### src/sfrd_defines.vh
// Constants for the serial flash read-command front end.
`ifndef SFRD_DEFINES_VH
`define SFRD_DEFINES_VH
// ----------------------------------------------------------------------------
// Opcodes
// ----------------------------------------------------------------------------
`define SFRD_OP_ID_A 8'h9E
`define SFRD_OP_ID_B 8'h9F
`define SFRD_OP_ID_MULTI 8'hAF
`define SFRD_OP_DISC 8'h5A
`define SFRD_OP_RD 8'h03
`define SFRD_OP_FRD 8'h0B
`define SFRD_OP_DOFR 8'h3B
`define SFRD_OP_DIOFR 8'hBB
`define SFRD_OP_QOFR 8'h6B
`define SFRD_OP_QIOFR 8'hEB
`define SFRD_OP_DTR_FRD 8'h0D
`define SFRD_OP_DTR_DOFR 8'h3D
`define SFRD_OP_DTR_DIOFR 8'hBD
`define SFRD_OP_DTR_QOFR 8'h6D
`define SFRD_OP_DTR_QIOFR 8'hED
`define SFRD_OP_QWORD 8'hE7
`define SFRD_OP_RD4 8'h13
`define SFRD_OP_FRD4 8'h0C
`define SFRD_OP_DOFR4 8'h3C
`define SFRD_OP_DIOFR4 8'hBC
`define SFRD_OP_QOFR4 8'h6C
`define SFRD_OP_QIOFR4 8'hEC
`define SFRD_OP_DTR_FRD4 8'h0E
`define SFRD_OP_DTR_DIOFR4 8'hBE
`define SFRD_OP_DTR_QIOFR4 8'hEE
// ----------------------------------------------------------------------------
// Sequencer states
// ----------------------------------------------------------------------------
`define SFRD_ST_IDLE 3'h0
`define SFRD_ST_OPC 3'h1
`define SFRD_ST_ADDR 3'h2
`define SFRD_ST_DUMMY 3'h3
`define SFRD_ST_DATA 3'h4
`define SFRD_ST_IGNORE 3'h5
// ----------------------------------------------------------------------------
// Decode fields
// ----------------------------------------------------------------------------
`define SFRD_AK_NONE 2'h0
`define SFRD_AK_MODE 2'h1
`define SFRD_AK_THREE 2'h2
`define SFRD_AK_FOUR 2'h3
`define SFRD_L1 3'h1
`define SFRD_L2 3'h2
`define SFRD_L4 3'h4
`define SFRD_RT_CFG 1'h0
`define SFRD_RT_DTR 1'h1
`define SFRD_DK_NONE 2'h0
`define SFRD_DK_CFG 2'h1
`define SFRD_DK_EIGHT 2'h2
`define SFRD_DK_FOUR 2'h3
`define SFRD_SP_NONE 2'h0
`define SFRD_SP_MEM 2'h1
`define SFRD_SP_DISC 2'h2
`define SFRD_SP_ID 2'h3
`define SFRD_PROTO_EXT 2'h0
`define SFRD_PROTO_DUAL 2'h1
// ----------------------------------------------------------------------------
// Counts, masks and drive patterns
// ----------------------------------------------------------------------------
`define SFRD_OPC_BITS 6'h08
`define SFRD_ABITS3 6'h18
`define SFRD_ABITS4 6'h20
`define SFRD_BYTE_BITS 4'h8
`define SFRD_DUMMY_DISC 4'h8
`define SFRD_DUMMY_QWORD 4'h4
`define SFRD_DUMMY_FACTORY 4'h8
`define SFRD_MASK_DISC 32'h0000_07FF
`define SFRD_MASK_MEM24 32'h00FF_FFFF
`define SFRD_ADDR_ONE 32'h0000_0001
`define SFRD_FILL_BYTE 8'hFF
`define SFRD_OE_OFF 4'h0
`define SFRD_OE_L1 4'h2
`define SFRD_OE_L2 4'h3
`define SFRD_OE_L4 4'hF
`define SFRD_BUF_FULL 2'h2
`endif

### src/sfrd_pair_buffer.v
// Two-entry valid/ready buffer between the fetch response and the shifter.
`timescale 1ns/1ns
`include "sfrd_defines.vh"
module sfrd_pair_buffer #(
  parameter WIDTH = 8
) (
  // Clock and reset
  input wire clock,
  input wire arst_n,
  input wire flush,
  // Fill side
  input wire in_valid,
  output wire in_ready,
  input wire [WIDTH-1:0] in_data,
  // Drain side
  output wire out_valid,
  input wire out_ready,
  output wire [WIDTH-1:0] out_data
);

  reg [WIDTH-1:0] mem [0:1];
  reg wr_ptr_reg;
  reg rd_ptr_reg;
  reg [1:0] count_reg;
  reg [1:0] count_next;
  reg in_ready_reg;

  wire push = in_valid & in_ready_reg;
  wire pop = out_valid & out_ready;

  assign in_ready = in_ready_reg;
  assign out_valid = (count_reg != 2'h0);
  assign out_data = mem[rd_ptr_reg];

  always @* begin
    count_next = count_reg;
    if (flush) begin
      count_next = 2'h0;
    end else if (push & ~pop) begin
      count_next = count_reg + 2'h1;
    end else if (pop & ~push) begin
      count_next = count_reg - 2'h1;
    end
  end

  always @(posedge clock) begin
    if (push) begin
      mem[wr_ptr_reg] <= in_data;
    end
  end

  always @(posedge clock or negedge arst_n) begin
    if (!arst_n) begin
      wr_ptr_reg <= 1'b0;
      rd_ptr_reg <= 1'b0;
      count_reg <= 2'h0;
      in_ready_reg <= 1'b0;
    end else begin
      count_reg <= count_next;
      in_ready_reg <= (count_next != `SFRD_BUF_FULL);
      if (flush) begin
        wr_ptr_reg <= 1'b0;
        rd_ptr_reg <= 1'b0;
      end else begin
        if (push) begin
          wr_ptr_reg <= ~wr_ptr_reg;
        end
        if (pop) begin
          rd_ptr_reg <= ~rd_ptr_reg;
        end
      end
    end
  end

endmodule

### src/sfrd_read_front_end.v
// Read-command front end: pin sampling, opcode decode, sequencing and output.
`timescale 1ns/1ns
`include "sfrd_defines.vh"
module sfrd_read_front_end (
  // Clock and reset
  input wire clock,
  input wire arst_n,
  // Serial pins
  input wire cs_n,
  input wire sclk,
  input wire [3:0] serial_data_lines_in,
  output wire [3:0] serial_data_lines_out,
  output wire [3:0] serial_data_lines_oe,
  // Configuration
  input wire [1:0] cfg_protocol,
  input wire cfg_dtr_enable,
  input wire [3:0] cfg_dummy_cycles,
  input wire cfg_nv_addr4,
  input wire addr4_cmd_pulse,
  input wire addr4_cmd_enter,
  input wire pe_busy,
  // Fetch request
  output wire fetch_req_valid,
  input wire fetch_req_ready,
  output wire [31:0] fetch_req_addr,
  output wire [1:0] fetch_req_space,
  // Fetch response
  input wire fetch_rsp_valid,
  output wire fetch_rsp_ready,
  input wire [7:0] fetch_rsp_data,
  // Status
  output wire addr4_mode,
  output wire cmd_active
);

  // --------------------------------------------------------------------------
  // Pin synchronisers and serial clock edges
  // --------------------------------------------------------------------------
  reg [5:0] sync1_reg;
  reg [5:0] sync2_reg;
  reg sclk_prev_reg;

  wire cs_n_s = sync2_reg[5];
  wire sclk_s = sync2_reg[4];
  wire [3:0] dq_s = sync2_reg[3:0];
  wire rise = sclk_s & ~sclk_prev_reg;
  wire fall = ~sclk_s & sclk_prev_reg;

  always @(posedge clock or negedge arst_n) begin
    if (!arst_n) begin
      sync1_reg <= 6'h3F;
      sync2_reg <= 6'h3F;
      sclk_prev_reg <= 1'b1;
    end else begin
      sync1_reg <= {cs_n, sclk, serial_data_lines_in};
      sync2_reg <= sync1_reg;
      sclk_prev_reg <= sync2_reg[4];
    end
  end

  // --------------------------------------------------------------------------
  // Helpers
  // --------------------------------------------------------------------------
  function [31:0] f_shin;
    input [31:0] v;
    input [2:0] w;
    input [3:0] d;
    begin
      case (w)
        `SFRD_L1: f_shin = {v[30:0], d[0]};
        `SFRD_L2: f_shin = {v[29:0], d[1:0]};
        default: f_shin = {v[27:0], d};
      endcase
    end
  endfunction

  function [3:0] f_drive;
    input [7:0] b;
    input [2:0] w;
    begin
      case (w)
        `SFRD_L1: f_drive = {2'h0, b[7], 1'h0};
        `SFRD_L2: f_drive = {2'h0, b[7:6]};
        default: f_drive = b[7:4];
      endcase
    end
  endfunction

  function [3:0] f_oe;
    input [2:0] w;
    begin
      case (w)
        `SFRD_L1: f_oe = `SFRD_OE_L1;
        `SFRD_L2: f_oe = `SFRD_OE_L2;
        default: f_oe = `SFRD_OE_L4;
      endcase
    end
  endfunction

  function [2:0] f_max;
    input [2:0] a;
    input [2:0] b;
    begin
      f_max = (a > b) ? a : b;
    end
  endfunction

  // --------------------------------------------------------------------------
  // State
  // --------------------------------------------------------------------------
  reg [2:0] state_reg;
  reg [7:0] opc_reg;
  reg [5:0] cnt_reg;
  reg [31:0] addr_reg;
  reg [5:0] abits_reg;
  reg [2:0] alines_reg;
  reg [2:0] dlines_reg;
  reg dtr_reg;
  reg qword_reg;
  reg [5:0] dummy_reg;
  reg [1:0] space_reg;
  reg [7:0] shift_reg;
  reg [3:0] left_reg;
  reg go_reg;
  reg [3:0] dq_out_reg;
  reg [3:0] dq_oe_reg;
  reg active_reg;
  reg addr4_reg;
  reg init_reg;
  reg [31:0] faddr_reg;
  reg [1:0] fspace_reg;
  reg fwide_reg;
  reg fon_reg;
  reg req_valid_reg;
  reg inflight_reg;
  reg stale_reg;

  wire buf_in_ready;
  wire buf_valid;
  wire [7:0] buf_data;

  // Opcode lines follow the protocol.
  wire [2:0] pl = (cfg_protocol == `SFRD_PROTO_EXT) ? `SFRD_L1 :
                  (cfg_protocol == `SFRD_PROTO_DUAL) ? `SFRD_L2 : `SFRD_L4;
  wire op_edge = rise | (cfg_dtr_enable & fall);
  wire in_edge = rise | (dtr_reg & fall);
  wire out_edge = fall | (dtr_reg & rise);
  wire [31:0] opc_wide = f_shin({24'h00_0000, opc_reg}, pl, dq_s);
  wire [7:0] opc_next = opc_wide[7:0];
  wire [31:0] addr_next = f_shin(addr_reg, alines_reg, dq_s);
  wire [5:0] opc_cnt = cnt_reg + {3'h0, pl};
  wire [5:0] addr_cnt = cnt_reg + {3'h0, alines_reg};
  wire [7:0] next_byte = buf_valid ? buf_data : `SFRD_FILL_BYTE;
  wire pop = (state_reg == `SFRD_ST_DATA) & ~cs_n_s & out_edge & (left_reg == 4'h0);

  // --------------------------------------------------------------------------
  // Opcode decode
  // --------------------------------------------------------------------------
  reg [12:0] dc;
  reg [5:0] dc_dummy;
  wire [1:0] dc_ak = dc[12:11];
  wire [2:0] dc_al = dc[10:8];
  wire [2:0] dc_dl = dc[7:5];
  wire dc_rt = dc[4];
  wire [1:0] dc_dk = dc[3:2];
  wire [1:0] dc_sp = dc[1:0];
  wire eff_dtr = dc_rt | cfg_dtr_enable;
  wire dc_qword = (dc_dk == `SFRD_DK_FOUR);
  wire dc_wide = (dc_ak == `SFRD_AK_FOUR) | ((dc_ak == `SFRD_AK_MODE) & addr4_reg);
  wire accept = (dc_sp != `SFRD_SP_NONE) &
                ~((dc_sp == `SFRD_SP_ID) & pe_busy) &
                ~(dc_qword & (eff_dtr | (cfg_protocol == `SFRD_PROTO_DUAL)));

  always @* begin
    case (opc_next)
      `SFRD_OP_ID_A, `SFRD_OP_ID_B, `SFRD_OP_ID_MULTI:
        dc = {`SFRD_AK_NONE, `SFRD_L1, `SFRD_L1, `SFRD_RT_CFG, `SFRD_DK_NONE, `SFRD_SP_ID};
      `SFRD_OP_DISC:
        dc = {`SFRD_AK_THREE, `SFRD_L1, `SFRD_L1, `SFRD_RT_CFG, `SFRD_DK_EIGHT, `SFRD_SP_DISC};
      `SFRD_OP_RD: dc = {`SFRD_AK_MODE, 6'h09, `SFRD_RT_CFG, `SFRD_DK_NONE, `SFRD_SP_MEM};
      `SFRD_OP_FRD: dc = {`SFRD_AK_MODE, 6'h09, `SFRD_RT_CFG, `SFRD_DK_CFG, `SFRD_SP_MEM};
      `SFRD_OP_DOFR: dc = {`SFRD_AK_MODE, 6'h0A, `SFRD_RT_CFG, `SFRD_DK_CFG, `SFRD_SP_MEM};
      `SFRD_OP_DIOFR: dc = {`SFRD_AK_MODE, 6'h12, `SFRD_RT_CFG, `SFRD_DK_CFG, `SFRD_SP_MEM};
      `SFRD_OP_QOFR: dc = {`SFRD_AK_MODE, 6'h0C, `SFRD_RT_CFG, `SFRD_DK_CFG, `SFRD_SP_MEM};
      `SFRD_OP_QIOFR: dc = {`SFRD_AK_MODE, 6'h24, `SFRD_RT_CFG, `SFRD_DK_CFG, `SFRD_SP_MEM};
      `SFRD_OP_DTR_FRD: dc = {`SFRD_AK_MODE, 6'h09, `SFRD_RT_DTR, `SFRD_DK_CFG, `SFRD_SP_MEM};
      `SFRD_OP_DTR_DOFR: dc = {`SFRD_AK_MODE, 6'h0A, `SFRD_RT_DTR, `SFRD_DK_CFG, `SFRD_SP_MEM};
      `SFRD_OP_DTR_DIOFR: dc = {`SFRD_AK_MODE, 6'h12, `SFRD_RT_DTR, `SFRD_DK_CFG, `SFRD_SP_MEM};
      `SFRD_OP_DTR_QOFR: dc = {`SFRD_AK_MODE, 6'h0C, `SFRD_RT_DTR, `SFRD_DK_CFG, `SFRD_SP_MEM};
      `SFRD_OP_DTR_QIOFR: dc = {`SFRD_AK_MODE, 6'h24, `SFRD_RT_DTR, `SFRD_DK_CFG, `SFRD_SP_MEM};
      `SFRD_OP_QWORD: dc = {`SFRD_AK_MODE, 6'h24, `SFRD_RT_CFG, `SFRD_DK_FOUR, `SFRD_SP_MEM};
      `SFRD_OP_RD4: dc = {`SFRD_AK_FOUR, 6'h09, `SFRD_RT_CFG, `SFRD_DK_NONE, `SFRD_SP_MEM};
      `SFRD_OP_FRD4: dc = {`SFRD_AK_FOUR, 6'h09, `SFRD_RT_CFG, `SFRD_DK_CFG, `SFRD_SP_MEM};
      `SFRD_OP_DOFR4: dc = {`SFRD_AK_FOUR, 6'h0A, `SFRD_RT_CFG, `SFRD_DK_CFG, `SFRD_SP_MEM};
      `SFRD_OP_DIOFR4: dc = {`SFRD_AK_FOUR, 6'h12, `SFRD_RT_CFG, `SFRD_DK_CFG, `SFRD_SP_MEM};
      `SFRD_OP_QOFR4: dc = {`SFRD_AK_FOUR, 6'h0C, `SFRD_RT_CFG, `SFRD_DK_CFG, `SFRD_SP_MEM};
      `SFRD_OP_QIOFR4: dc = {`SFRD_AK_FOUR, 6'h24, `SFRD_RT_CFG, `SFRD_DK_CFG, `SFRD_SP_MEM};
      `SFRD_OP_DTR_FRD4: dc = {`SFRD_AK_FOUR, 6'h09, `SFRD_RT_DTR, `SFRD_DK_CFG, `SFRD_SP_MEM};
      `SFRD_OP_DTR_DIOFR4: dc = {`SFRD_AK_FOUR, 6'h12, `SFRD_RT_DTR, `SFRD_DK_CFG, `SFRD_SP_MEM};
      `SFRD_OP_DTR_QIOFR4: dc = {`SFRD_AK_FOUR, 6'h24, `SFRD_RT_DTR, `SFRD_DK_CFG, `SFRD_SP_MEM};
      default: dc = {`SFRD_AK_NONE, 6'h09, `SFRD_RT_CFG, `SFRD_DK_NONE, `SFRD_SP_NONE};
    endcase
  end

  // A zero in the configured count selects the factory default.
  always @* begin
    case (dc_dk)
      `SFRD_DK_NONE: dc_dummy = 6'h00;
      `SFRD_DK_CFG: dc_dummy = {2'h0, (cfg_dummy_cycles == 4'h0) ? `SFRD_DUMMY_FACTORY :
                                        cfg_dummy_cycles};
      `SFRD_DK_EIGHT: dc_dummy = {2'h0, `SFRD_DUMMY_DISC};
      default: dc_dummy = {2'h0, `SFRD_DUMMY_QWORD};
    endcase
  end

  // --------------------------------------------------------------------------
  // Command sequencer
  // --------------------------------------------------------------------------
  always @(posedge clock or negedge arst_n) begin
    if (!arst_n) begin
      state_reg <= `SFRD_ST_IDLE;
      opc_reg <= 8'h00;
      cnt_reg <= 6'h00;
      addr_reg <= 32'h0000_0000;
      abits_reg <= `SFRD_ABITS3;
      alines_reg <= `SFRD_L1;
      dlines_reg <= `SFRD_L1;
      dtr_reg <= 1'b0;
      qword_reg <= 1'b0;
      dummy_reg <= 6'h00;
      space_reg <= `SFRD_SP_NONE;
      shift_reg <= 8'h00;
      left_reg <= 4'h0;
      go_reg <= 1'b0;
      dq_out_reg <= `SFRD_OE_OFF;
      dq_oe_reg <= `SFRD_OE_OFF;
      active_reg <= 1'b0;
    end else begin
      go_reg <= 1'b0;
      if (cs_n_s) begin
        state_reg <= `SFRD_ST_IDLE;
        dq_oe_reg <= `SFRD_OE_OFF;
        dq_out_reg <= `SFRD_OE_OFF;
        active_reg <= 1'b0;
      end else begin
        case (state_reg)
          `SFRD_ST_IDLE: begin
            state_reg <= `SFRD_ST_OPC;
            cnt_reg <= 6'h00;
            opc_reg <= 8'h00;
          end
          `SFRD_ST_OPC: begin
            if (op_edge) begin
              opc_reg <= opc_next;
              cnt_reg <= opc_cnt;
              if (opc_cnt == `SFRD_OPC_BITS) begin
                if (!accept) begin
                  state_reg <= `SFRD_ST_IGNORE;
                end else begin
                  space_reg <= dc_sp;
                  alines_reg <= (cfg_protocol == `SFRD_PROTO_EXT) ? dc_al : pl;
                  dlines_reg <= f_max(pl, dc_dl);
                  dtr_reg <= eff_dtr;
                  qword_reg <= dc_qword;
                  abits_reg <= dc_wide ? `SFRD_ABITS4 : `SFRD_ABITS3;
                  dummy_reg <= dc_dummy;
                  addr_reg <= 32'h0000_0000;
                  cnt_reg <= 6'h00;
                  left_reg <= 4'h0;
                  active_reg <= 1'b1;
                  if (dc_sp == `SFRD_SP_ID) begin
                    state_reg <= `SFRD_ST_DATA;
                    go_reg <= 1'b1;
                  end else begin
                    state_reg <= `SFRD_ST_ADDR;
                  end
                end
              end
            end
          end
          `SFRD_ST_ADDR: begin
            if (in_edge) begin
              addr_reg <= addr_next;
              cnt_reg <= addr_cnt;
              if (addr_cnt == abits_reg) begin
                if (qword_reg) begin
                  addr_reg <= {addr_next[31:1], 1'b0};
                end
                go_reg <= 1'b1;
                cnt_reg <= dummy_reg;
                state_reg <= (dummy_reg == 6'h00) ? `SFRD_ST_DATA : `SFRD_ST_DUMMY;
              end
            end
          end
          `SFRD_ST_DUMMY: begin
            if (rise) begin
              cnt_reg <= cnt_reg - 6'h01;
              if (cnt_reg == 6'h01) begin
                state_reg <= `SFRD_ST_DATA;
              end
            end
          end
          `SFRD_ST_DATA: begin
            if (out_edge) begin
              dq_oe_reg <= f_oe(dlines_reg);
              if (left_reg == 4'h0) begin
                dq_out_reg <= f_drive(next_byte, dlines_reg);
                shift_reg <= next_byte << dlines_reg;
                left_reg <= `SFRD_BYTE_BITS - {1'b0, dlines_reg};
              end else begin
                dq_out_reg <= f_drive(shift_reg, dlines_reg);
                shift_reg <= shift_reg << dlines_reg;
                left_reg <= left_reg - {1'b0, dlines_reg};
              end
            end
          end
          `SFRD_ST_IGNORE: begin
            state_reg <= `SFRD_ST_IGNORE;
          end
          default: begin
            state_reg <= `SFRD_ST_IGNORE;
          end
        endcase
      end
    end
  end

  // --------------------------------------------------------------------------
  // Address mode latch, loaded from the nonvolatile setting after reset
  // --------------------------------------------------------------------------
  always @(posedge clock or negedge arst_n) begin
    if (!arst_n) begin
      init_reg <= 1'b0;
      addr4_reg <= 1'b0;
    end else begin
      init_reg <= 1'b1;
      if (!init_reg) begin
        addr4_reg <= cfg_nv_addr4;
      end else if (addr4_cmd_pulse) begin
        addr4_reg <= addr4_cmd_enter;
      end
    end
  end

  // --------------------------------------------------------------------------
  // Fetch engine: one request in flight, prefetch into the buffer
  // --------------------------------------------------------------------------
  wire req_acc = req_valid_reg & fetch_req_ready;
  wire rsp_acc = fetch_rsp_valid & buf_in_ready;
  wire [31:0] faddr_inc = faddr_reg + `SFRD_ADDR_ONE;

  always @(posedge clock or negedge arst_n) begin
    if (!arst_n) begin
      faddr_reg <= 32'h0000_0000;
      fspace_reg <= `SFRD_SP_NONE;
      fwide_reg <= 1'b0;
      fon_reg <= 1'b0;
      req_valid_reg <= 1'b0;
      inflight_reg <= 1'b0;
      stale_reg <= 1'b0;
    end else begin
      if (req_acc) begin
        inflight_reg <= 1'b1;
      end else if (rsp_acc) begin
        inflight_reg <= 1'b0;
      end
      // A response still owed when select rises belongs to a dead read.
      if (cs_n_s & ((inflight_reg & ~rsp_acc) | req_acc)) begin
        stale_reg <= 1'b1;
      end else if (rsp_acc) begin
        stale_reg <= 1'b0;
      end
      if (cs_n_s) begin
        fon_reg <= 1'b0;
        req_valid_reg <= 1'b0;
      end else if (go_reg) begin
        faddr_reg <= addr_reg;
        fspace_reg <= space_reg;
        fwide_reg <= (abits_reg == `SFRD_ABITS4);
        fon_reg <= 1'b1;
        // Requesting at once leaves a zero-dummy read time to fill the buffer.
        req_valid_reg <= ~inflight_reg & ~stale_reg;
      end else if (req_acc) begin
        req_valid_reg <= 1'b0;
        if (fspace_reg == `SFRD_SP_DISC) begin
          faddr_reg <= faddr_inc & `SFRD_MASK_DISC;
        end else if ((fspace_reg == `SFRD_SP_MEM) & ~fwide_reg) begin
          faddr_reg <= faddr_inc & `SFRD_MASK_MEM24;
        end else begin
          faddr_reg <= faddr_inc;
        end
      end else if (fon_reg & ~req_valid_reg & ~inflight_reg & ~stale_reg & buf_in_ready) begin
        req_valid_reg <= 1'b1;
      end
    end
  end

  sfrd_pair_buffer #(
    .WIDTH(8)
  ) u_buffer (
    .clock(clock),
    .arst_n(arst_n),
    .flush(cs_n_s),
    .in_valid(fetch_rsp_valid & ~stale_reg),
    .in_ready(buf_in_ready),
    .in_data(fetch_rsp_data),
    .out_valid(buf_valid),
    .out_ready(pop),
    .out_data(buf_data)
  );

  // --------------------------------------------------------------------------
  // Outputs
  // --------------------------------------------------------------------------
  assign serial_data_lines_out = dq_out_reg;
  assign serial_data_lines_oe = dq_oe_reg;
  assign fetch_req_valid = req_valid_reg;
  assign fetch_req_addr = faddr_reg;
  assign fetch_req_space = fspace_reg;
  assign fetch_rsp_ready = buf_in_ready;
  assign addr4_mode = addr4_reg;
  assign cmd_active = active_reg;

endmodule
### config.mk
export PLATFORM = sky130hd
export DESIGN_NAME = sfrd_read_front_end
export DESIGN_NICKNAME = d
export VERILOG_FILES = /design/src/sfrd_pair_buffer.v /design/src/sfrd_read_front_end.v
export VERILOG_INCLUDE_DIRS = /design/src /design/src/src
export SDC_FILE = /design/constraint.sdc
export NUM_CORES = 1
export LEC_CHECK = 0
export ABC_AREA = 1
export BUFFER_PORTS_ARGS = -buffer_cell sky130_fd_sc_hd__buf_2
export CAP_MARGIN = 20
export CORE_ASPECT_RATIO = 2
export CORE_MARGIN = 4
export CORE_UTILIZATION = 44
export CTS_BUF_LIST = sky130_fd_sc_hd__clkbuf_8 sky130_fd_sc_hd__clkbuf_16
export CTS_CLUSTER_SIZE = 14
export DETAILED_ROUTE_END_ITERATION = 8
export PLACE_DENSITY_LB_ADDON = 0.1
export SKIP_LAST_GASP = 1
export SYNTH_ARGS = -nofsm -noshare
export SYNTH_HDL_FRONTEND = slang
export SYNTH_SLANG_ARGS = --single-unit
### constraint.sdc
create_clock -name clock -period 3 [get_ports clock]
set_clock_uncertainty 0.1 [all_clocks]
set_input_delay 0.45 -clock clock [delete_from_list [all_inputs] [get_ports clock]]
set_output_delay 0.45 -clock clock [all_outputs]
set_load 0.01 [all_outputs]
==> results of run 1 <==
==> path summary, 6_finish.rpt <==
path                       slack (ps)              start            endpoint  cells past startpoint
hold reg to reg                   260       sync1_reg[4]        sync2_reg[4]                      0
hold / removal                     90  fetch_rsp_data[5]  u_buffer.mem[0][5]                      1
setup reg to reg                  160         cnt_reg[0]         addr_reg[2]                     12
max in group asynchronous        1580             arst_n        sync2_reg[5]                      3
setup / recovery                  160         cnt_reg[0]         addr_reg[2]                     12
min in group asynchronous         450             arst_n   fetch_req_addr[7]                      2
==> cell families after synthesis <==
family	share of synthesized area (%)
AOI/OAI and AO/OA	17.96
xor gates and xnor gates	1.419
adders and majority gates	2.635
buffers and inverters	9.512
DFF	41.55
muxes	0.1013
other	0.03796
and+or+nand+nor	26.79
==> timing repair <==
item | in CTS | in global routing
hold buffers | 7 | 0
setup endpoints to repair | 0 | 42
endpoints found under the hold margin | 53 | 0
resized for setup | 0 | 14
==> cell usage in the layout (no fill, tap or decap), types with 13 or more instances in the layout <==
master and count:
nand2_1 297, inv_1 171, dfrtp_1 128, nor2_1 125
o21ai_0 121, nand3_1 93, buf_4 82, buf_2 73
a21oi_1 60, o21ai_2 32, o22ai_1 26, nor3_1 19
clkbuf_16 17, ha_1 16, dfstp_2 16, edfxtp_1 16
nand4_1 15, a22oi_1 14, or2_2 13, xor2_1 13
==> power groups by stage <==
| stage | sequential (W) | combinational [W] | clock, W |
|---|---|---|---|
| 6_report | 0.00254 | 0.00199 | 0.00218 |
| 5_1_grt | 0.00257 | 0.00225 | 0.00235 |
| 4_1_cts | 0.00254 | 0.00198 | 0.00225 |
| 3_5_place_dp | 0.00258 | 0.00196 | 0 |
| 3_3_place_gp | 0.00258 | 0.00195 | 0 |
| 2_1_floorplan | 0.00255 | 0.00122 | 0 |
==> final cells by class <==
cell class	instances	area (um2)	area share [%]
clock inverters	15	162.7	1.382
clock buffers	17	425.4	3.615
multi-input cells	942	4888	41.54
repair buffers	168	1162	9.878
flip-flops and latches	160	4104	34.88
inverters	181	679.4	5.774
well taps	276	345.3	2.935
==> metrics by stage <==
stage / power, W / hold WS, ps
detailed placement: 0.004542 / 246.8
finish: 0.006713 / 93.79
CTS: 0.006768 / 70.75
global route: 0.007162 / 73.84
global placement: 0.004526 / 245.8
floorplan: 0.003771 / 54.41
==> metal layers <==
layer  up-vias  GRT usage [%]  share of wire, %
met1      4374          23.90                37
met3        55          3.298               2.4
met2       190          44.62                58
met5         -              0                 0
li1       4668              -                 -
met4         0          9.790               3.2
==> critical path, cell delays in order (launching register included) <==
cell     delay (ps)
dfrtp_1         410
ha_1            230
fa_1            450
or2_2           330
nor4_2          280
nand2_1         140
inv_1            90
nand2_1         100
nand2_1         130
nand3_4         110
buf_12          200
nand2_1          90
o21ai_2          50
==> results.cfg, run 1 <==
[clock_network]
postCtsSetupBuffers = 0
path_clk_slew_ps = 60
cts_sinks = 160
cts_root_buf = clkbuf_16
clockBufferDepth = 2
cts_tree = done
clk_latency_ps = 440
cts_buffers = 17
cts.htree.levels = 4

[route]
routed_via_density = 5.280
first_pass_iters = 5
drc = 0
wire_per_inst_um = 15.64
drt_wl_total_mm = 27.51
drt_iter0_markers = 522
ant_nets = 0
num_vias = 9287

[cells_and_area]
utilization_pct = 53.11
layout.nets = 1518
postLayoutCellArea_um2 = 11770
drive_gt1_share_pct = 20.30
antenna_cells = 0
nFillCells = 2213
syn2layout_area_growth_pct = 19.13
layoutNonFillerInstCount = 1759

[logic_synthesis]
yosysWarnings = 0
ys_seq_area_share_pct = 41.55
synth_seq_cells = 160
syn_nets = 1383
synth_cell_type_count = 50
avgSynthCellArea_um2 = 7.399
synth_edf_count = 16
synth_commonest_cells = 298 x nand2_1, 171 x inv_1, 131 x nor2_1
yosysTopAreaCellShare_pct = 32.43
yosysTopAreaCell = dfrtp_1
synth_flop_cell = dfrtp_1
post-synth-top-count-cell = nand2_1
synth_top_cells_by_area = dfrtp_1 32%, nand2_1 11%, inv_1 6.5%, o21ai_0 6.2%, nor2_1 5.0%
syn_inst = 1335
synth.cell_area_um2 = 9878
async_flop_share_pct = 90.00

[power_and_ir_drop]
ir_drop_uv = 445.4
pwr-share-clk_pct = 32.5
p_leak_nw = 5.646
combinationalPowerShare_pct = 29.6
power_density_nw_per_um2 = 570.4
switchingPower_w = 0.002366
switching_share_pct = 35.25
intPower_w = 0.004346
seqPwrFrac_pct = 37.9

[sta]
worstMarginPinSlew_ps = 786.7
setup_viol = 0
fin_crit_sh_pct = 94.52
min_period_ps = 2836
slew_viol_final = 0
finalHoldViolations = 0
rsz0062_at_grt = yes
setup_slack_ps = 164.3
tns_ps = 0
max_clock_freq_mhz = 352.7
slew_headroom_pct = 47.48

[floorplan]
row_count = 77
die_h_um = 219.9
ios = 75
die-area_um2 = 25060
coreArea_um2 = 22160
initial_core_util_pct = 44.58
die_x_um = 114.0

[grt]
grt_pass1_wl_mm = 45.62
overflow = 0
track_usage_pct = 22.98
antenna_found_initial = 0
grt_max_degree = 56
grt_pass1_vias = 9187

[place]
dp.cells = 1720
dp_hpwl_mm = 21.33
port_buffers = 74
place.gp.congestion = 0.9879
pre_cts_ws_ps = -204.7
placed_cell_area_um2 = 11060

[critical_path]
criticalPathCategory = reg2reg
cp-end-kind = flop
critical_path_arrival_ps = 3060
crit_required_ps = 3220
critPathLaunchType = flop
critPathMaxFanout = 36

[flow_run]
drv_cap = 0

[worst_hold_path]
min_path_type = in2reg

[run_status]
status = finished clean
No activity file was read; power rests on OpenSTA's default activity.
==> run 2, diff against run 1 <==
- BUFFER_PORTS_ARGS: -buffer_cell sky130_fd_sc_hd__buf_2 -> not set
- DONT_BUFFER_PORTS: not set -> 1
==> run 2 against run 1 <==
The flow now finishes with violations (negative hold slack). Cell area shrank 2.3%. Via count fell by 2.6%. Global-route usage is 0.27 points lower. Clock power fell by 5%. Wire length rose by 3.4%. Combinational power is 5% lower. Power shrank 2.5%. Die area unchanged. Critical path type unchanged. Critical endpoint is now addr_reg[27].
==> results.cfg, run 2 (synthesis results as in run 1) <==
[clock_network]
cts.htree.levels = 4
clockBufferDepth = 2
cts_tree = done
clk_latency_ps = 450
cts_buffers = 17
holdBufCountCts = 14
cts_root_buf = clkbuf_16
path_clk_slew_ps = 70
cts_sinks = 160

[route]
drc = 0
drt_wl_total_mm = 28.44
ant_nets = 0
first_pass_iters = 5
wire_per_inst_um = 16.90
routed_via_density = 5.376
num_vias = 9048
drt_iter0_markers = 430

[sta]
slew_headroom_pct = 47.15
rsz0062_at_grt = yes
min_period_ps = 2911
holdWs_ps = -415.0
max_clock_freq_mhz = 343.6
finalHoldViolations = 144
slew_viol_final = 0
setup_viol = 0
worstMarginPinSlew_ps = 792.7
fin_crit_sh_pct = 97.02

[run_status]
violations = negative hold slack
status = complete, but fails checks

[cells_and_area]
antenna_cells = 0
drive_gt1_share_pct = 16.99
final_cell_mix = 290 x nand2_1, 171 x inv_1, 127 x dfrtp_1
layout.nets = 1442
postLayoutCellArea_um2 = 11500
mostFrequentLayoutCell = nand2_1
utilization_pct = 51.90
syn2layout_area_growth_pct = 16.43

[grt]
grt_pass1_vias = 8895
overflow = 0
grt_max_degree = 145
antenna_found_initial = 0
grt_pass1_wl_mm = 45.01
track_usage_pct = 22.71

[place]
dp_hpwl_mm = 20.80
place.gp.congestion = 0.9281
port_buffers = 0
placed_cell_area_um2 = 10510

[critical_path]
cp-end-kind = flop
critical_path_arrival_ps = 3140
critPathLaunchType = flop
crit_required_ps = 3230
crit_family = simple AND/OR/NAND/NOR gates
cp_slowest_cell = fa_1
crit_chain = ha_1 > fa_1 > or2_2 > nor4_2 > nand2_1 > inv_1 > nand2_2 > nand2_2 > nand3_4 > clkbuf_16 > nand2_1 > o21ai_2
criticalPathCategory = reg2reg
slowest_delay_ps = 450
critPathMaxFanout = 8
path_buf_inv = 2

[floorplan]
coreArea_um2 = 22160
row_count = 77
die_h_um = 219.9
die_x_um = 114.0
ios = 75
initial_core_util_pct = 44.58
die-area_um2 = 25060

[power_and_ir_drop]
totalPowerFinal_w = 0.006546
ir_drop_uv = 713.6
power_density_nw_per_um2 = 569.2
p_leak_nw = 5.329

[worst_hold_path]
min_path_type = in2async

[flow_run]
drv_cap = 0
-- run 2: through the flow --
step | setup WS, ps | cells | hold slack, ps | setup TNS [ps]
3_3_place_gp | -345.6 | 1628 | 59.46 | -3021
2_1_floorplan | 71.90 | 1335 | 54.41 | 0
5_1_grt | -19.50 | 1683 | -432.1 | -116.1
4_1_cts | 1.571 | 1674 | -434.7 | 0
3_5_place_dp | -328.4 | 1628 | 59.59 | -5494
6_report | 89.40 | 1683 | -415.0 | 0
-- run 2: worst paths after layout --
path                                 start                end  slack, ps  cells past startpoint
max in group asynchronous           arst_n       sync2_reg[5]       2910                      0
setup reg to reg                cnt_reg[0]       addr_reg[27]         90                     12
setup / recovery                cnt_reg[0]       addr_reg[27]         90                     12
hold reg to reg               sync1_reg[0]       sync2_reg[0]        260                      0
min in group clock         addr4_cmd_pulse         addr4_mode         30                      2
hold / removal                      arst_n  fetch_req_addr[7]       -420                      0
-- run 2: final cells by class --
type / count / area [um2]
tap: 276 / 345.3
fill: 2232 / 10660
multi-input combinational: 943 / 5010
clock inverter: 15 / 125.1
sequential: 160 / 4105
inverter: 181 / 679.4
timing repair buffer: 91 / 810.8
clock buffer: 17 / 425.4
-- run 2: power breakdown --
part           switching, W  internal [W]  total (W)
registers          0.000196       0.00238    0.00257
logic               0.00121      0.000675    0.00189
clock network       0.00100       0.00108    0.00208
total               0.00241       0.00414    0.00655
-- run 2: layer usage --
| metal | part of all wire (%) | track usage, % | vias up |
|---|---|---|---|
| li1 | - | - | 4527 |
| met1 | 36 | 23.53 | 4261 |
| met2 | 56 | 42.72 | 181 |
| met3 | 3.1 | 3.765 | 79 |
| met4 | 4.5 | 11.93 | 0 |
| met5 | 0 | 0 | - |
-- run 2: what timing repair did --
| item | in CTS | in global routing |
|---|---|---|
| endpoints found under the hold margin | 166 | 144 |
| setup endpoints to repair | 2 | 58 |
| pin swaps | 0 | 13 |
| gates resized for setup | 6 | 39 |
| gates cloned | 0 | 6 |
| buffers inserted | 0 | 3 |
-- run 2: worst reg2reg max path, delay by kind of cell (launching register included) --
family | cells | cell delay (ps)
AND/OR/NAND/NOR | 7 | 1180
buffers and inverters | 2 | 350
adder cells (fa/ha/maj) | 2 | 690
flip-flops | 1 | 420
AO/OA/AOI/OAI | 1 | 50
